**config.mk**
```make
export PLATFORM = sky130hd
export DESIGN_NAME = css_exec
export DESIGN_NICKNAME = d
export VERILOG_FILES = /design/src/hw/css_pkg.sv /design/src/hw/css_alu.sv /design/src/hw/css_exec.sv
export SDC_FILE = /design/constraint.sdc
export NUM_CORES = 1
export LEC_CHECK = 0
export BUFFER_PORTS_ARGS = -buffer_cell sky130_fd_sc_hd__buf_4
export CAP_MARGIN = 5
export CORE_MARGIN = 3
export CORE_UTILIZATION = 50
export CTS_BUF_LIST = sky130_fd_sc_hd__clkbuf_2
export CTS_CLUSTER_DIAMETER = 100
export CTS_CLUSTER_SIZE = 28
export DETAILED_ROUTE_END_ITERATION = 6
export HOLD_SLACK_MARGIN = 0.06
export PLACE_DENSITY = 0.79
export SLEW_MARGIN = 5
export SYNTH_ARGS = -nofsm -noshare
export SYNTH_HDL_FRONTEND = slang
export SYNTH_HIERARCHICAL = 1
export SYNTH_SLANG_ARGS = --single-unit
export TNS_END_PERCENT = 50
```
**constraint.sdc**
```tcl
create_clock -name REF_CLK_I -period 7.7 [get_ports REF_CLK_I]
set_clock_uncertainty 0.1 [all_clocks]
set_input_delay 0.77 -clock REF_CLK_I [delete_from_list [all_inputs] [get_ports REF_CLK_I]]
set_output_delay 0.77 -clock REF_CLK_I [all_outputs]
set_load 0.01 [all_outputs]
```
**src/hw/css_pkg.sv**
```systemverilog
// package for the shift, stack and return execution block
// assumes an 8-bit core with zero page at 0x00xx and stack page at 0x01xx
package css_pkg;

    // memory pages
    localparam logic [7:0]  ZP_PAGE    = 8'h00;
    localparam logic [7:0]  STACK_PAGE = 8'h01;

    // status register bit positions
    localparam int          PS_N       = 7;
    localparam int          PS_T       = 5;
    localparam int          PS_Z       = 1;
    localparam int          PS_C       = 0;

    // reset values
    localparam logic [7:0]  A_RST      = 8'h00;
    localparam logic [7:0]  S_RST      = 8'hFF;
    localparam logic [7:0]  PS_RST     = 8'h00;
    localparam logic [15:0] PC_RST     = 16'h0000;

    // opcodes
    localparam logic [7:0]  OP_NOP     = 8'hEA;
    localparam logic [7:0]  OP_OR_IMM  = 8'h09;
    localparam logic [7:0]  OP_OR_ZP   = 8'h05;
    localparam logic [7:0]  OP_LSR_A   = 8'h4A;
    localparam logic [7:0]  OP_LSR_ZP  = 8'h46;
    localparam logic [7:0]  OP_ROL_A   = 8'h2A;
    localparam logic [7:0]  OP_ROL_ZP  = 8'h26;
    localparam logic [7:0]  OP_ROR_A   = 8'h6A;
    localparam logic [7:0]  OP_ROR_ZP  = 8'h66;
    localparam logic [7:0]  OP_NIB_ZP  = 8'h82;
    localparam logic [7:0]  OP_PUSH_A  = 8'h48;
    localparam logic [7:0]  OP_PUSH_S  = 8'h08;
    localparam logic [7:0]  OP_PULL_A  = 8'h68;
    localparam logic [7:0]  OP_PULL_S  = 8'h28;
    localparam logic [7:0]  OP_RET_INT = 8'h40;
    localparam logic [7:0]  OP_RET_SUB = 8'h60;
    localparam logic [7:0]  OP_MUL_ZPX = 8'h62;

    // instruction lengths and nibble rotate distance
    localparam logic [1:0]  LEN_ONE    = 2'h1;
    localparam logic [1:0]  LEN_TWO    = 2'h2;
    localparam int          NIB_SHIFT  = 4;
    localparam logic [15:0] RET_ADJ    = 16'h0001;

    // pops per stack-reading instruction, minus one
    localparam logic [1:0]  POPS_PULL  = 2'h0;
    localparam logic [1:0]  POPS_RTS   = 2'h1;
    localparam logic [1:0]  POPS_RTI   = 2'h2;

    typedef enum logic [2:0] {
        ST_IDLE  = 3'b000,
        ST_LAT_M = 3'b001,
        ST_LAT_X = 3'b010,
        ST_EXEC  = 3'b011,
        ST_WR    = 3'b100,
        ST_POP   = 3'b101,
        ST_DONE  = 3'b110
    } css_state_t;

    typedef enum logic [2:0] {
        ALU_OR  = 3'b000,
        ALU_LSR = 3'b001,
        ALU_ROL = 3'b010,
        ALU_ROR = 3'b011,
        ALU_NIB = 3'b100,
        ALU_MUL = 3'b101
    } css_alu_t;

    typedef enum logic [3:0] {
        K_NOP    = 4'b0000,
        K_ALU_A  = 4'b0001,
        K_ALU_M  = 4'b0010,
        K_OR     = 4'b0011,
        K_PUSH_A = 4'b0100,
        K_PUSH_S = 4'b0101,
        K_PULL_A = 4'b0110,
        K_PULL_S = 4'b0111,
        K_RTI    = 4'b1000,
        K_RTS    = 4'b1001,
        K_MUL    = 4'b1010,
        K_BAD    = 4'b1011
    } css_kind_t;

endpackage

```
**src/hw/css_alu.sv**
```systemverilog
// combinational byte datapath: or, shifts, rotates, nibble swap, multiply
// assumes the caller selects operands and owns all flag storage
`timescale 1ns/1ps
module css_alu (
    input  wire css_pkg::css_alu_t op_i,
    input  wire logic [7:0]        a_i,
    input  wire logic [7:0]        b_i,
    input  wire logic              c_i,
    output logic [7:0]             res_o,
    output logic [7:0]             hi_o,
    output logic                   c_o
);

    logic [15:0] prod;

    // full product, only used by the multiply
    assign prod = {8'h00, a_i} * {8'h00, b_i};

    // result and carry per operation
    always_comb begin
        res_o = b_i;
        hi_o  = 8'h00;
        c_o   = c_i;
        case (op_i)
            css_pkg::ALU_OR: begin
                res_o = a_i | b_i;
            end
            css_pkg::ALU_LSR: begin
                res_o = {1'b0, b_i[7:1]}; // RULE1
                c_o   = b_i[0]; // RULE1
            end
            css_pkg::ALU_ROL: begin
                res_o = {b_i[6:0], c_i}; // RULE10
                c_o   = b_i[7]; // RULE10
            end
            css_pkg::ALU_ROR: begin
                res_o = {c_i, b_i[7:1]}; // RULE11
                c_o   = b_i[0]; // RULE11
            end
            css_pkg::ALU_NIB: begin
                res_o = {b_i[css_pkg::NIB_SHIFT-1:0], b_i[7:css_pkg::NIB_SHIFT]}; // RULE12
            end
            css_pkg::ALU_MUL: begin
                res_o = prod[7:0]; // RULE2
                hi_o  = prod[15:8]; // RULE2
            end
            default: begin
                res_o = b_i;
            end
        endcase
    end

endmodule

```
**src/hw/css_exec.sv**
```systemverilog
// execution unit for shifts, rotates, or, multiply, stack and return ops
// assumes a memory port whose read data is valid in the cycle MEM_RE_O is high
//
// Overview of operation
// [RULE1] shift right: bits move toward bit 0, bit 7 cleared, old bit 0 to carry
// [RULE2] multiply A by zero-page-X byte; high byte pushed, S decremented, low in A
// [RULE3] no-operation only advances the program counter by one
// [RULE4] T clear: A ored with memory operand, result into A
// [RULE5] T set: byte at X ored with operand, stored at X; A kept, flags updated
// [RULE6] push A: write A at stack pointer, then decrement stack pointer
// [RULE7] push status: write status at stack pointer, then decrement stack pointer
// [RULE8] pull A: increment stack pointer, then load A from that byte
// [RULE9] pull status: increment stack pointer, then load status from that byte
// [RULE10] rotate left: bits toward bit 7, old carry to bit 0, bit 7 to carry
// [RULE11] rotate right: bits toward bit 0, old carry to bit 7, bit 0 to carry
// [RULE12] nibble rotate swaps halves of a zero-page byte and writes it back
// [RULE13] return from interrupt pops status, then counter low, then counter high
// [RULE14] return from subroutine pops counter low then high, then adds one
// [RULE15] or, shifts, rotates, pull A set N from bit 7 and Z on zero
`timescale 1ns/1ps
module css_exec (
    input  wire logic        REF_CLK_I,
    input  wire logic        RST_I,
    input  wire logic        START_I,
    input  wire logic [7:0]  OPCODE_I,
    input  wire logic [7:0]  OPERAND_I,
    input  wire logic [7:0]  X_I,
    input  wire logic [7:0]  MEM_RDATA_I,
    output logic             BUSY_O,
    output logic             DONE_O,
    output logic             ILLEGAL_O,
    output logic [15:0]      MEM_ADDR_O,
    output logic [7:0]       MEM_WDATA_O,
    output logic             MEM_WE_O,
    output logic             MEM_RE_O,
    output logic [7:0]       A_O,
    output logic [7:0]       S_O,
    output logic [7:0]       PS_O,
    output logic [15:0]      PC_O
);

    css_pkg::css_state_t state_q, state_d;
    css_pkg::css_kind_t  kind_q, dec_kind;
    css_pkg::css_alu_t   alu_q, dec_alu;
    logic [1:0]          len_q, dec_len;
    logic                dec_imm;
    logic                t_q;
    logic [7:0]          opnd_q, x_q;
    logic [1:0]          cnt_q;
    logic [7:0]          m_q, mx_q;
    logic [7:0]          a_q, s_q, ps_q;
    logic [15:0]         pc_q;
    logic [15:0]         addr_q;
    logic [7:0]          wdata_q;
    logic                we_q, re_q;
    logic [7:0]          alu_a, alu_b, alu_res, alu_hi;
    logic                alu_c;
    logic                pop_last, wants_wr, t_or;

    // status with negative and zero taken from a result
    function automatic logic [7:0] with_nz(input logic [7:0] ps, input logic [7:0] r);
        logic [7:0] v;
        v = ps;
        v[css_pkg::PS_N] = r[7];
        v[css_pkg::PS_Z] = (r == 8'h00);
        return v;
    endfunction

    // opcode decode: datapath operation, then instruction kind
    always_comb begin
        dec_alu  = css_pkg::ALU_OR;
        dec_kind = css_pkg::K_BAD;
        case (OPCODE_I)
            css_pkg::OP_LSR_A,
            css_pkg::OP_LSR_ZP:  dec_alu = css_pkg::ALU_LSR;
            css_pkg::OP_ROL_A,
            css_pkg::OP_ROL_ZP:  dec_alu = css_pkg::ALU_ROL;
            css_pkg::OP_ROR_A,
            css_pkg::OP_ROR_ZP:  dec_alu = css_pkg::ALU_ROR;
            css_pkg::OP_NIB_ZP:  dec_alu = css_pkg::ALU_NIB;
            css_pkg::OP_MUL_ZPX: dec_alu = css_pkg::ALU_MUL;
            default:             dec_alu = css_pkg::ALU_OR;
        endcase
        case (OPCODE_I)
            css_pkg::OP_NOP:     dec_kind = css_pkg::K_NOP;
            css_pkg::OP_OR_IMM,
            css_pkg::OP_OR_ZP:   dec_kind = css_pkg::K_OR;
            css_pkg::OP_LSR_A,
            css_pkg::OP_ROL_A,
            css_pkg::OP_ROR_A:   dec_kind = css_pkg::K_ALU_A;
            css_pkg::OP_LSR_ZP,
            css_pkg::OP_ROL_ZP,
            css_pkg::OP_ROR_ZP,
            css_pkg::OP_NIB_ZP:  dec_kind = css_pkg::K_ALU_M;
            css_pkg::OP_MUL_ZPX: dec_kind = css_pkg::K_MUL;
            css_pkg::OP_PUSH_A:  dec_kind = css_pkg::K_PUSH_A;
            css_pkg::OP_PUSH_S:  dec_kind = css_pkg::K_PUSH_S;
            css_pkg::OP_PULL_A:  dec_kind = css_pkg::K_PULL_A;
            css_pkg::OP_PULL_S:  dec_kind = css_pkg::K_PULL_S;
            css_pkg::OP_RET_INT: dec_kind = css_pkg::K_RTI;
            css_pkg::OP_RET_SUB: dec_kind = css_pkg::K_RTS;
            default:             dec_kind = css_pkg::K_BAD;
        endcase
    end
    // immediate form and two-byte instructions
    assign dec_imm  = (OPCODE_I == css_pkg::OP_OR_IMM);
    assign dec_len  = (dec_kind == css_pkg::K_OR || dec_kind == css_pkg::K_ALU_M ||
                       dec_kind == css_pkg::K_MUL) ? css_pkg::LEN_TWO : css_pkg::LEN_ONE;
    // shared conditions; pop count minus one per stack-reading kind
    assign t_or     = (kind_q == css_pkg::K_OR) && t_q;
    assign pop_last = (kind_q == css_pkg::K_RTI) ? (cnt_q == css_pkg::POPS_RTI) :
                      (kind_q == css_pkg::K_RTS) ? (cnt_q == css_pkg::POPS_RTS) :
                      (cnt_q == css_pkg::POPS_PULL);
    assign wants_wr = (kind_q == css_pkg::K_ALU_M) || t_or || (kind_q == css_pkg::K_MUL)
                      || (kind_q == css_pkg::K_PUSH_A) || (kind_q == css_pkg::K_PUSH_S);

    // operand selection: t-mode or uses the byte at X in place of A
    assign alu_a = t_or ? mx_q : a_q; // RULE5
    assign alu_b = (kind_q == css_pkg::K_ALU_A) ? a_q : m_q;

    css_alu u_alu (
        .op_i  (alu_q),
        .a_i   (alu_a),
        .b_i   (alu_b),
        .c_i   (ps_q[css_pkg::PS_C]),
        .res_o (alu_res),
        .hi_o  (alu_hi),
        .c_o   (alu_c)
    );

    // next state
    always_comb begin
        state_d = state_q;
        case (state_q)
            css_pkg::ST_IDLE: begin
                if (START_I) begin
                    case (dec_kind)
                        css_pkg::K_OR:
                            state_d = !dec_imm ? css_pkg::ST_LAT_M :
                                      ps_q[css_pkg::PS_T] ? css_pkg::ST_LAT_X : css_pkg::ST_EXEC;
                        css_pkg::K_ALU_M,
                        css_pkg::K_MUL:    state_d = css_pkg::ST_LAT_M;
                        css_pkg::K_PULL_A,
                        css_pkg::K_PULL_S,
                        css_pkg::K_RTI,
                        css_pkg::K_RTS:    state_d = css_pkg::ST_POP;
                        default:           state_d = css_pkg::ST_EXEC;
                    endcase
                end
            end
            css_pkg::ST_LAT_M: state_d = t_or ? css_pkg::ST_LAT_X : css_pkg::ST_EXEC;
            css_pkg::ST_LAT_X: state_d = css_pkg::ST_EXEC;
            css_pkg::ST_EXEC:  state_d = wants_wr ? css_pkg::ST_WR : css_pkg::ST_DONE;
            css_pkg::ST_WR:    state_d = css_pkg::ST_DONE;
            css_pkg::ST_POP:   state_d = pop_last ? css_pkg::ST_DONE : css_pkg::ST_POP;
            css_pkg::ST_DONE:  state_d = css_pkg::ST_IDLE;
            default:           state_d = css_pkg::ST_IDLE;
        endcase
    end

    // state and pop counter
    always_ff @(posedge REF_CLK_I or posedge RST_I) begin
        if (RST_I) begin
            state_q <= css_pkg::ST_IDLE;
            cnt_q   <= 2'h0;
        end else begin
            state_q <= state_d;
            if (state_q == css_pkg::ST_POP) begin
                cnt_q <= cnt_q + 2'h1;
            end else begin
                cnt_q <= 2'h0;
            end
        end
    end

    // instruction latch, taken when a request is accepted
    always_ff @(posedge REF_CLK_I or posedge RST_I) begin
        if (RST_I) begin
            kind_q <= css_pkg::K_NOP;
            alu_q  <= css_pkg::ALU_OR;
            len_q  <= css_pkg::LEN_ONE;
            t_q    <= 1'b0;
            opnd_q <= 8'h00;
            x_q    <= 8'h00;
        end else if (state_q == css_pkg::ST_IDLE && START_I) begin
            kind_q <= dec_kind;
            alu_q  <= dec_alu;
            len_q  <= dec_len;
            t_q    <= ps_q[css_pkg::PS_T];
            opnd_q <= OPERAND_I;
            x_q    <= X_I;
        end
    end

    // operand bytes: memory operand and byte at X
    always_ff @(posedge REF_CLK_I or posedge RST_I) begin
        if (RST_I) begin
            m_q  <= 8'h00;
            mx_q <= 8'h00;
        end else begin
            if (state_q == css_pkg::ST_IDLE && START_I && dec_imm) begin
                m_q <= OPERAND_I;
            end else if (state_q == css_pkg::ST_LAT_M) begin
                m_q <= MEM_RDATA_I;
            end
            if (state_q == css_pkg::ST_LAT_X) begin
                mx_q <= MEM_RDATA_I;
            end
        end
    end

    // memory bus, registered; reads and writes issued on state entry
    always_ff @(posedge REF_CLK_I or posedge RST_I) begin
        if (RST_I) begin
            addr_q  <= 16'h0000;
            wdata_q <= 8'h00;
            we_q    <= 1'b0;
            re_q    <= 1'b0;
        end else begin
            we_q <= 1'b0;
            re_q <= 1'b0;
            case (state_q)
                css_pkg::ST_IDLE: begin
                    re_q <= START_I && (state_d != css_pkg::ST_EXEC);
                    case (state_d)
                        css_pkg::ST_LAT_M: addr_q <= (dec_kind == css_pkg::K_MUL) ?
                            {css_pkg::ZP_PAGE, OPERAND_I + X_I} : // RULE2
                            {css_pkg::ZP_PAGE, OPERAND_I};
                        css_pkg::ST_LAT_X: addr_q <= {css_pkg::ZP_PAGE, X_I}; // RULE5
                        css_pkg::ST_POP: addr_q <= {css_pkg::STACK_PAGE, s_q + 8'h01}; // RULE8
                        default:           addr_q <= addr_q;
                    endcase
                end
                css_pkg::ST_LAT_M: begin
                    if (t_or) begin
                        re_q   <= 1'b1;
                        addr_q <= {css_pkg::ZP_PAGE, x_q}; // RULE5
                    end
                end
                css_pkg::ST_EXEC: begin
                    we_q <= wants_wr;
                    case (kind_q)
                        css_pkg::K_ALU_M: addr_q <= {css_pkg::ZP_PAGE, opnd_q};
                        css_pkg::K_OR:    addr_q <= {css_pkg::ZP_PAGE, x_q}; // RULE5
                        default:          addr_q <= {css_pkg::STACK_PAGE, s_q}; // RULE2 RULE6 RULE7
                    endcase
                    case (kind_q)
                        css_pkg::K_PUSH_A: wdata_q <= a_q; // RULE6
                        css_pkg::K_PUSH_S: wdata_q <= ps_q; // RULE7
                        css_pkg::K_MUL:    wdata_q <= alu_hi; // RULE2
                        default:           wdata_q <= alu_res; // RULE1 RULE5 RULE10 RULE11 RULE12
                    endcase
                end
                css_pkg::ST_POP: begin
                    if (!pop_last) begin
                        re_q   <= 1'b1;
                        addr_q <= {css_pkg::STACK_PAGE, s_q + 8'h01}; // RULE13 RULE14
                    end
                end
                default: begin
                    addr_q <= addr_q;
                end
            endcase
        end
    end

    // stack pointer: pre-increment on each pop, decrement after each push
    always_ff @(posedge REF_CLK_I or posedge RST_I) begin
        if (RST_I) begin
            s_q <= css_pkg::S_RST;
        end else if (state_d == css_pkg::ST_POP) begin
            s_q <= s_q + 8'h01; // RULE8 RULE9 RULE13 RULE14
        end else if (state_q == css_pkg::ST_WR && kind_q != css_pkg::K_ALU_M && !t_or) begin
            s_q <= s_q - 8'h01; // RULE2 RULE6 RULE7
        end
    end

    // accumulator and status
    always_ff @(posedge REF_CLK_I or posedge RST_I) begin
        if (RST_I) begin
            a_q  <= css_pkg::A_RST;
            ps_q <= css_pkg::PS_RST;
        end else if (state_q == css_pkg::ST_EXEC) begin
            case (kind_q)
                css_pkg::K_ALU_A: begin
                    a_q                  <= alu_res; // RULE1 RULE10 RULE11
                    ps_q                 <= with_nz(ps_q, alu_res); // RULE15
                    ps_q[css_pkg::PS_C]  <= alu_c; // RULE1 RULE10 RULE11
                end
                css_pkg::K_ALU_M: begin
                    if (alu_q != css_pkg::ALU_NIB) begin
                        ps_q                <= with_nz(ps_q, alu_res); // RULE15
                        ps_q[css_pkg::PS_C] <= alu_c;
                    end
                end
                css_pkg::K_OR: begin
                    if (!t_q) begin
                        a_q <= alu_res; // RULE4
                    end
                    ps_q <= with_nz(ps_q, alu_res); // RULE5 RULE15
                end
                css_pkg::K_MUL: a_q <= alu_res; // RULE2
                default:        a_q <= a_q; // RULE3
            endcase
        end else if (state_q == css_pkg::ST_POP) begin
            if (kind_q == css_pkg::K_PULL_A) begin
                a_q  <= MEM_RDATA_I; // RULE8
                ps_q <= with_nz(ps_q, MEM_RDATA_I); // RULE15
            end else if (kind_q == css_pkg::K_PULL_S ||
                         (kind_q == css_pkg::K_RTI && cnt_q == 2'h0)) begin
                ps_q <= MEM_RDATA_I; // RULE9 RULE13
            end
        end
    end

    // program counter
    always_ff @(posedge REF_CLK_I or posedge RST_I) begin
        if (RST_I) begin
            pc_q <= css_pkg::PC_RST;
        end else if (state_q == css_pkg::ST_POP) begin
            if ((kind_q == css_pkg::K_RTS && cnt_q == 2'h0) ||
                (kind_q == css_pkg::K_RTI && cnt_q == 2'h1)) begin
                pc_q[7:0] <= MEM_RDATA_I; // RULE13 RULE14
            end else if (kind_q == css_pkg::K_RTS && cnt_q == 2'h1) begin
                pc_q <= {MEM_RDATA_I, pc_q[7:0]} + css_pkg::RET_ADJ; // RULE14
            end else if (kind_q == css_pkg::K_RTI && cnt_q == 2'h2) begin
                pc_q[15:8] <= MEM_RDATA_I; // RULE13
            end
        end else if (state_q == css_pkg::ST_DONE && kind_q != css_pkg::K_RTI &&
                     kind_q != css_pkg::K_RTS && kind_q != css_pkg::K_BAD) begin
            pc_q <= pc_q + {14'h0000, len_q}; // RULE3
        end
    end

    // outputs
    assign BUSY_O      = (state_q != css_pkg::ST_IDLE);
    assign DONE_O      = (state_q == css_pkg::ST_DONE);
    assign ILLEGAL_O   = (state_q == css_pkg::ST_DONE) && (kind_q == css_pkg::K_BAD);
    assign MEM_ADDR_O  = addr_q;
    assign MEM_WDATA_O = wdata_q;
    assign MEM_WE_O    = we_q;
    assign MEM_RE_O    = re_q;
    assign A_O         = a_q;
    assign S_O         = s_q;
    assign PS_O        = ps_q;
    assign PC_O        = pc_q;

endmodule

```
Word level (Yosys, flattened, before mapping):

Index checks and enable logic that the tools add are counted.

* flip-flop bits (word level): 113
* bits of input ports: 35
* output and inout bits: 69

* add/subtract/negate cells: 6
* multipliers: 1
* equality and inequality tests: 70
* multiplexer cells: 52
* bitwise operators: 3
* reductions and logical operators: 55

Operators by type and width (number)
* 8-bit two-way mux: 22
* 8-bit by 7-bit equality test with 1-bit output, second input constant: 9
* 16-bit two-way mux: 4
* 16-bit case mux with 4 select lines: 1
* 16-bit case mux with 3 select lines: 1
* 8-bit case mux with 3 select lines: 2
* 8-bit case mux with 6 select lines: 1
* 4-bit case mux with 11 select lines: 1
* 4-bit equality test, second input constant: 7
* 4-bit by 3-bit equality test with 1-bit output, second input constant: 6
* 8-bit by 6-bit equality test with 1-bit output, second input constant: 3
* 3-bit equality test, second input constant: 6
* 3-bit case mux with 6 select lines: 1
* 9-bit case mux with 2 select lines: 1
* 16-bit by 1-bit adder with 16-bit output, second input constant: 1
* 16-bit by 2-bit adder with 16-bit output: 1
* 4-bit by 2-bit equality test with 1-bit output, second input constant: 4
* 8-bit by 4-bit equality test with 1-bit output, second input constant: 2
* 8-bit equality test, second input constant: 2
* 8-bit logical NOT: 2
* 8-bit by 8-bit multiplier with 16-bit output: 1
* 4-bit != test, second input constant: 4
* 8-bit case mux with 2 select lines: 1
* 4-bit AND reduction: 4
* other kinds (39): 100

Depth between registers and ports, before layout:

* word-level depth: 11
* gate-level depth with buffers: 24
* mapped depth without buffers: 21

By module:

Netlist, hierarchy kept.

Modules (own cells, without submodules)
* css_exec: times used 1, cells an instance 860, area each 7282.0 µm²
* css_alu: times used 1, cells an instance 332, area each 2622.5 µm²

Worst setup path after synthesis:

OpenSTA, ideal clock, no wires.

* kind: register -> register
* start point: register kind_q[0]
* end point: register wdata_q[5], in the netlist MEM_WDATA_O[5]
* setup time: 0.134 ns
* arrival time: 6.083 ns
* data required time: 7.466 ns
* setup slack: 1.383 ns
* cell stages (with the launch flop): 23
* cells stage by stage: dfrtp_1 -> buf_2 -> buf_1 -> nand2b_1 -> nor3_1 -> mux2_2 -> clkbuf_1 -> and2_1 -> fa_1 -> fa_1 -> fa_1 -> inv_1 -> fa_1 -> inv_1 -> ha_1 -> a21o_1 -> a21o_1 -> a21oi_2 -> a2111oi_2 -> nand3b_1 -> a222oi_1 -> a21boi_0 -> o21ai_0

* elaborated cells on any way between the ends: 13

RTL lines
* start: declaration: RTL line css_exec.sv:43 `css_pkg::css_kind_t kind_q, dec_kind;`
* start signal: assignment: RTL line css_exec.sv:179 `kind_q <= css_pkg::K_NOP;`
* start signal: assignment: RTL line css_exec.sv:186 `kind_q <= dec_kind;`
* 4-bit by 1-bit equality test with 1-bit output: RTL line css_exec.sv:119 `assign alu_b = (kind_q == css_pkg::K_ALU_A) ? a_q : m_q;`
* 8-bit two-way mux: RTL line css_exec.sv:119
* net alu_b[7]: RTL line css_exec.sv:56 `logic [7:0] alu_a, alu_b, alu_res, alu_hi;`
* 8-bit by 8-bit multiplier with 16-bit output: RTL line css_alu.sv:17 `assign prod = {8'h00, a_i} * {8'h00, b_i};`
* 8-bit two-way mux: RTL line css_alu.sv:24 `case (op_i)`
* net alu_hi[5]: RTL line css_exec.sv:56
* 8-bit case mux with 3 select lines: RTL line css_exec.sv:247 `case (kind_q)`
* end signal: assignment: RTL line css_exec.sv:248 `css_pkg::K_PUSH_A: wdata_q <= a_q;`
* end signal: assignment: RTL line css_exec.sv:249 `css_pkg::K_PUSH_S: wdata_q <= ps_q;`
* end signal: assignment: RTL line css_exec.sv:250 `css_pkg::K_MUL: wdata_q <= alu_hi;`
* end: declaration: RTL line css_exec.sv:54 `logic [7:0] wdata_q;`

The timed path passes the listed nets, and every way through them passes these cells.
A chain may end at the register's enable or synchronous reset.

Worst setup path in the final report:

* start point: register kind_q[2]
* end point: register wdata_q[6], in the netlist MEM_WDATA_O[6]

* word-level cells in the longest chain between the ends: 6
* elaborated cells on any way between the ends: 13

Ends and longest elaborated chain
* 4-bit by 2-bit equality test with 1-bit output: RTL line css_exec.sv:110 `assign t_or = (kind_q == css_pkg::K_OR) && t_q;`
* 1-bit logical AND: RTL line css_exec.sv:110
* 8-bit two-way mux: RTL line css_exec.sv:118 `assign alu_a = t_or ? mx_q : a_q;`
* net alu_a[5]: RTL line css_exec.sv:56
* 8-bit by 8-bit multiplier with 16-bit output: RTL line css_alu.sv:17
* 8-bit two-way mux: RTL line css_alu.sv:24
* net alu_hi[6]: RTL line css_exec.sv:56
* 8-bit case mux with 3 select lines: RTL line css_exec.sv:247

The timed path passes the listed nets, and every way through them passes these cells.

==> parameters.txt <==
Parameter                              Value

Run status
  Outcome    finished, final reports clean

Synth
  Mean instance size in the synthesized netlist    ~8.3 sq um
  Synthesis warning total    6
  Share of synthesized registers carrying an async set or reset    1.00
  Prevailing post-synth register cell    dfrtp_1
  Synth Cell Area    9900 sq um
  Proportion of synthesized chip area in sequential cells    0.269
  Number of enable-type register cells in the synthesized netlist    0
  Number of distinct library cell variants in the gate-level netlist after synthesis    88
  Count of state elements after synthesis    between 100 and 150
  Instance count of the mapped netlist    1192

Worst setup path
  Startpoint kind of the worst setup timing path    flip-flop
  Slowest stage delay, CP    580 ps
  Biggest fanout along the worst timing path    13
  Category of the critical setup timing path    flip-flop to flip-flop
  Critical Path AT    6920 ps
  Worst path slowest cell    nand4_1
  Worst setup slack for register-to-register paths    between 1000 and 1500 ps
  Capturing element type of the critical path    flip-flop
  Cell family with the largest share of critical-path delay    adder cells
  Critical path required time    8220 ps
  Cell chain of the critical path    nor2_1 -> nand4_1 -> mux2_2 -> and2_1 -> fa_1 -> fa_1 -> fa_1 -> inv_1 -> fa_1 -> inv_1 -> ha_1 -> a21o_1 -> a21oi_1 -> o211ai_1 -> o21ai_0 -> nor3b_1 -> a222oi_1 -> a21boi_0 -> o21ai_0
  Worst path buffer plus inverter count    2
  Crit path top cell by count    fa_1

Floorplanning
  Vertical die dimension    roughly 150 um
  Initial core utilization    0.519
  Number of placed I/O pins    104
  Horiz. Die Dim    between 100 and 150 um
  Total number of placement rows    50
  Area of the die    21500 sq um
  Area inside the core boundary    19100 sq um

GRT
  Global route overflow    0
  GRT Overall Usage    0.255
  First-pass GRT wire length    45000 um
  Number of antenna violations at the first check in global routing    1
  Via count of the first global-routing pass    between 8000 and 9000
  Pin count of the biggest net entering global routing    82

Drt
  Count of vias placed by the detailed router    just over 9000
  Drt wl/cell    18.5 um
  DRT Wirelength    27800 um
  Detailed router's first-iteration violation count    969
  TritonRoute pass-1 iters    7
  DRC Markers    0
  Post-detailed-route via-to-cell ratio    6.04
  Final antenna-violating net count    0

Placed design
  Number of port buffers    96
  Pre-CTS setup slack    between 1000 and 1500 ps
  Placer Congestion    0.945
  Post-DP HPWL    approximately 21000 um

Job
  Max Cap Violations    0

STA
  Minimum clock period    approximately 6400 ps
  Max-slew violation count    0
  Peak clock frequency supported by timing    156 MHz
  Sum Neg Setup Slack    0 ps
  Slew @ Worst Pin    1140 ps
  Setup repair after global routing missed its margin    no
  Ratio of final minimum period to clock period    0.831
  Hold Vio Cnt, Final    0
  Slew headroom    0.243
  Final number of setup-violating endpoints    0
  Final worst-path setup slack    roughly 1300 ps

Final layout
  Layout cells sized above 1    0.167
  Total Nets Final    1362
  Area growth syn-to-layout    9.22%
  Most common library cell in the layout ignoring fill and taps    nand2_1
  Leading cell types in the layout, fill and taps excluded    nand2_1, buf_4, dfrtp_1

Clock network
  Post-CTS Setup Bufs    0
  Clk buf depth    2
  TritonCTS clock tree    built
  Root buffer cell    clkbuf_2
  Number of sinks on the clock net    roughly 110
  Inserted Clock Buffers    9
  Insertion delay to the later sink of the worst-skew pair    670 ps
  H-tree lvl count    3
  Clock slew at the register clock pins of the worst setup and hold paths    320 ps

Hold path
  Path type of the worst min-delay path    input port to flip-flop
==> cells in the mapped netlist (all sizes together), types with 3 or more instances <==
cell type  instances  area, sq um
a21oi             77          389
and2              59          369
o21bai             3         22.5
a31oi              3         18.8
nor3              29          155
clkbuf            52          195
a22oi             16          120
dfrtp             97         2430
or2                7         43.8
nor2              76          288
nand2b            12         77.6
xnor2             14          123
a21o               6         45.0
nor3b              5         37.5
mux2              40          462
o211ai             8         65.1
nor4               9         56.3
and3              11         70.1
a211oi             7         52.6
nand2            163          614
o41ai              3         26.3
dfstp              9          236
buf               27          158
o211a              3         45.0
o21a               5         37.5
a2111oi            3         38.8
a21boi             9         67.6
nand4              9         56.3
nand3b             4         30.0
and4               3         27.5
nand3             31          155
nor2b             10         70.1
o22ai             10         62.6
a2bb2oi            3         32.5
or3                5         31.3
a222oi             8         80.1
xor2              22          193
ha                51          638
inv               78          293
o21ai             84          435
o22a               8         70.1
o31ai              4         30.0
fa                38          761
mux2i             34          340
o221ai             6         52.6
==> worst paths after layout <==
| path | depth (start not counted) | start | end |
|---|---|---|---|
| setup / recovery | 19 | kind_q[2] | MEM_WDATA_O[6] |
| min in group asynchronous | 3 | RST_I | PS_O[6] |
| max in group asynchronous | 4 | RST_I | PC_O[15] |
| hold reg to reg | 1 | cnt_q[0] | cnt_q[0] |
| hold / removal | 3 | X_I[6] | x_q[6] |
| setup reg to reg | 19 | kind_q[2] | MEM_WDATA_O[6] |
==> repair_timing <==
item | 4_1_cts | 5_1_grt
hold buffers | 1 | 0
resized for setup | 0 | 0
endpoints found under the hold margin | 25 | 0
==> worst min-delay path, stage by stage <==
cell     delay [ps]
buf_4           100
nand2_1          40
nand2_1          50
==> sequential cells by signal (all words and copies together) (netlist names), 3 cells and up <==
register and count:
x_q 8, m_q 8, state_q 3, mx_q 8, MEM_WDATA_O 8, A_O 8, alu_q 3, S_O 8
kind_q 4, PS_O 8, PC_O 16, opnd_q 8, MEM_ADDR_O 9
==> per-stage QoR <==
step	hold WS [ps]	instance area [sq um]	cells	util
CTS	138	10800	1503	0.567
global route	143	10800	1504	0.567
detailed placement	354	10700	1486	0.561
floorplan	332	9930	1198	-
global placement	355	10700	1486	0.561
finish	187	10800	1504	0.567
==> kinds of logic after synthesis <==
| group | Yosys count | share of synthesized area |
|---|---|---|
| simple gates | 440 | 0.217 |
| xor+xnor | 36 | 0.0318 |
| buf+inv | 157 | 0.0652 |
| flops | 106 | 0.269 |
| fa+ha+maj | 89 | 0.141 |
| other cells | 1 | 0.000379 |
| compound gates | 289 | 0.195 |
| mux | 74 | 0.0810 |
==> per-layer routing <==
layer	vias up	wire length, um	GRT usage
met5	-	0	0
met4	0	871	0.0960
met3	74	2280	0.0435
met2	457	13100	0.410
met1	4298	11500	0.347
li1	4261	-	-
==> final cells by class <==
type | count | area (sq um)
clock inverter | 6 | 50.0
multi-input combinational | 935 | 6620
clock buffer | 10 | 50.0
timing repair buffer | 108 | 813
fill | 1747 | 8260
sequential | 106 | 2660
tap | 260 | 325
antenna | 1 | 2.50
inverter | 78 | 295
Power is not shown: default switching activity piles up to over one toggle a cycle in this logic, so the estimate is an artifact.
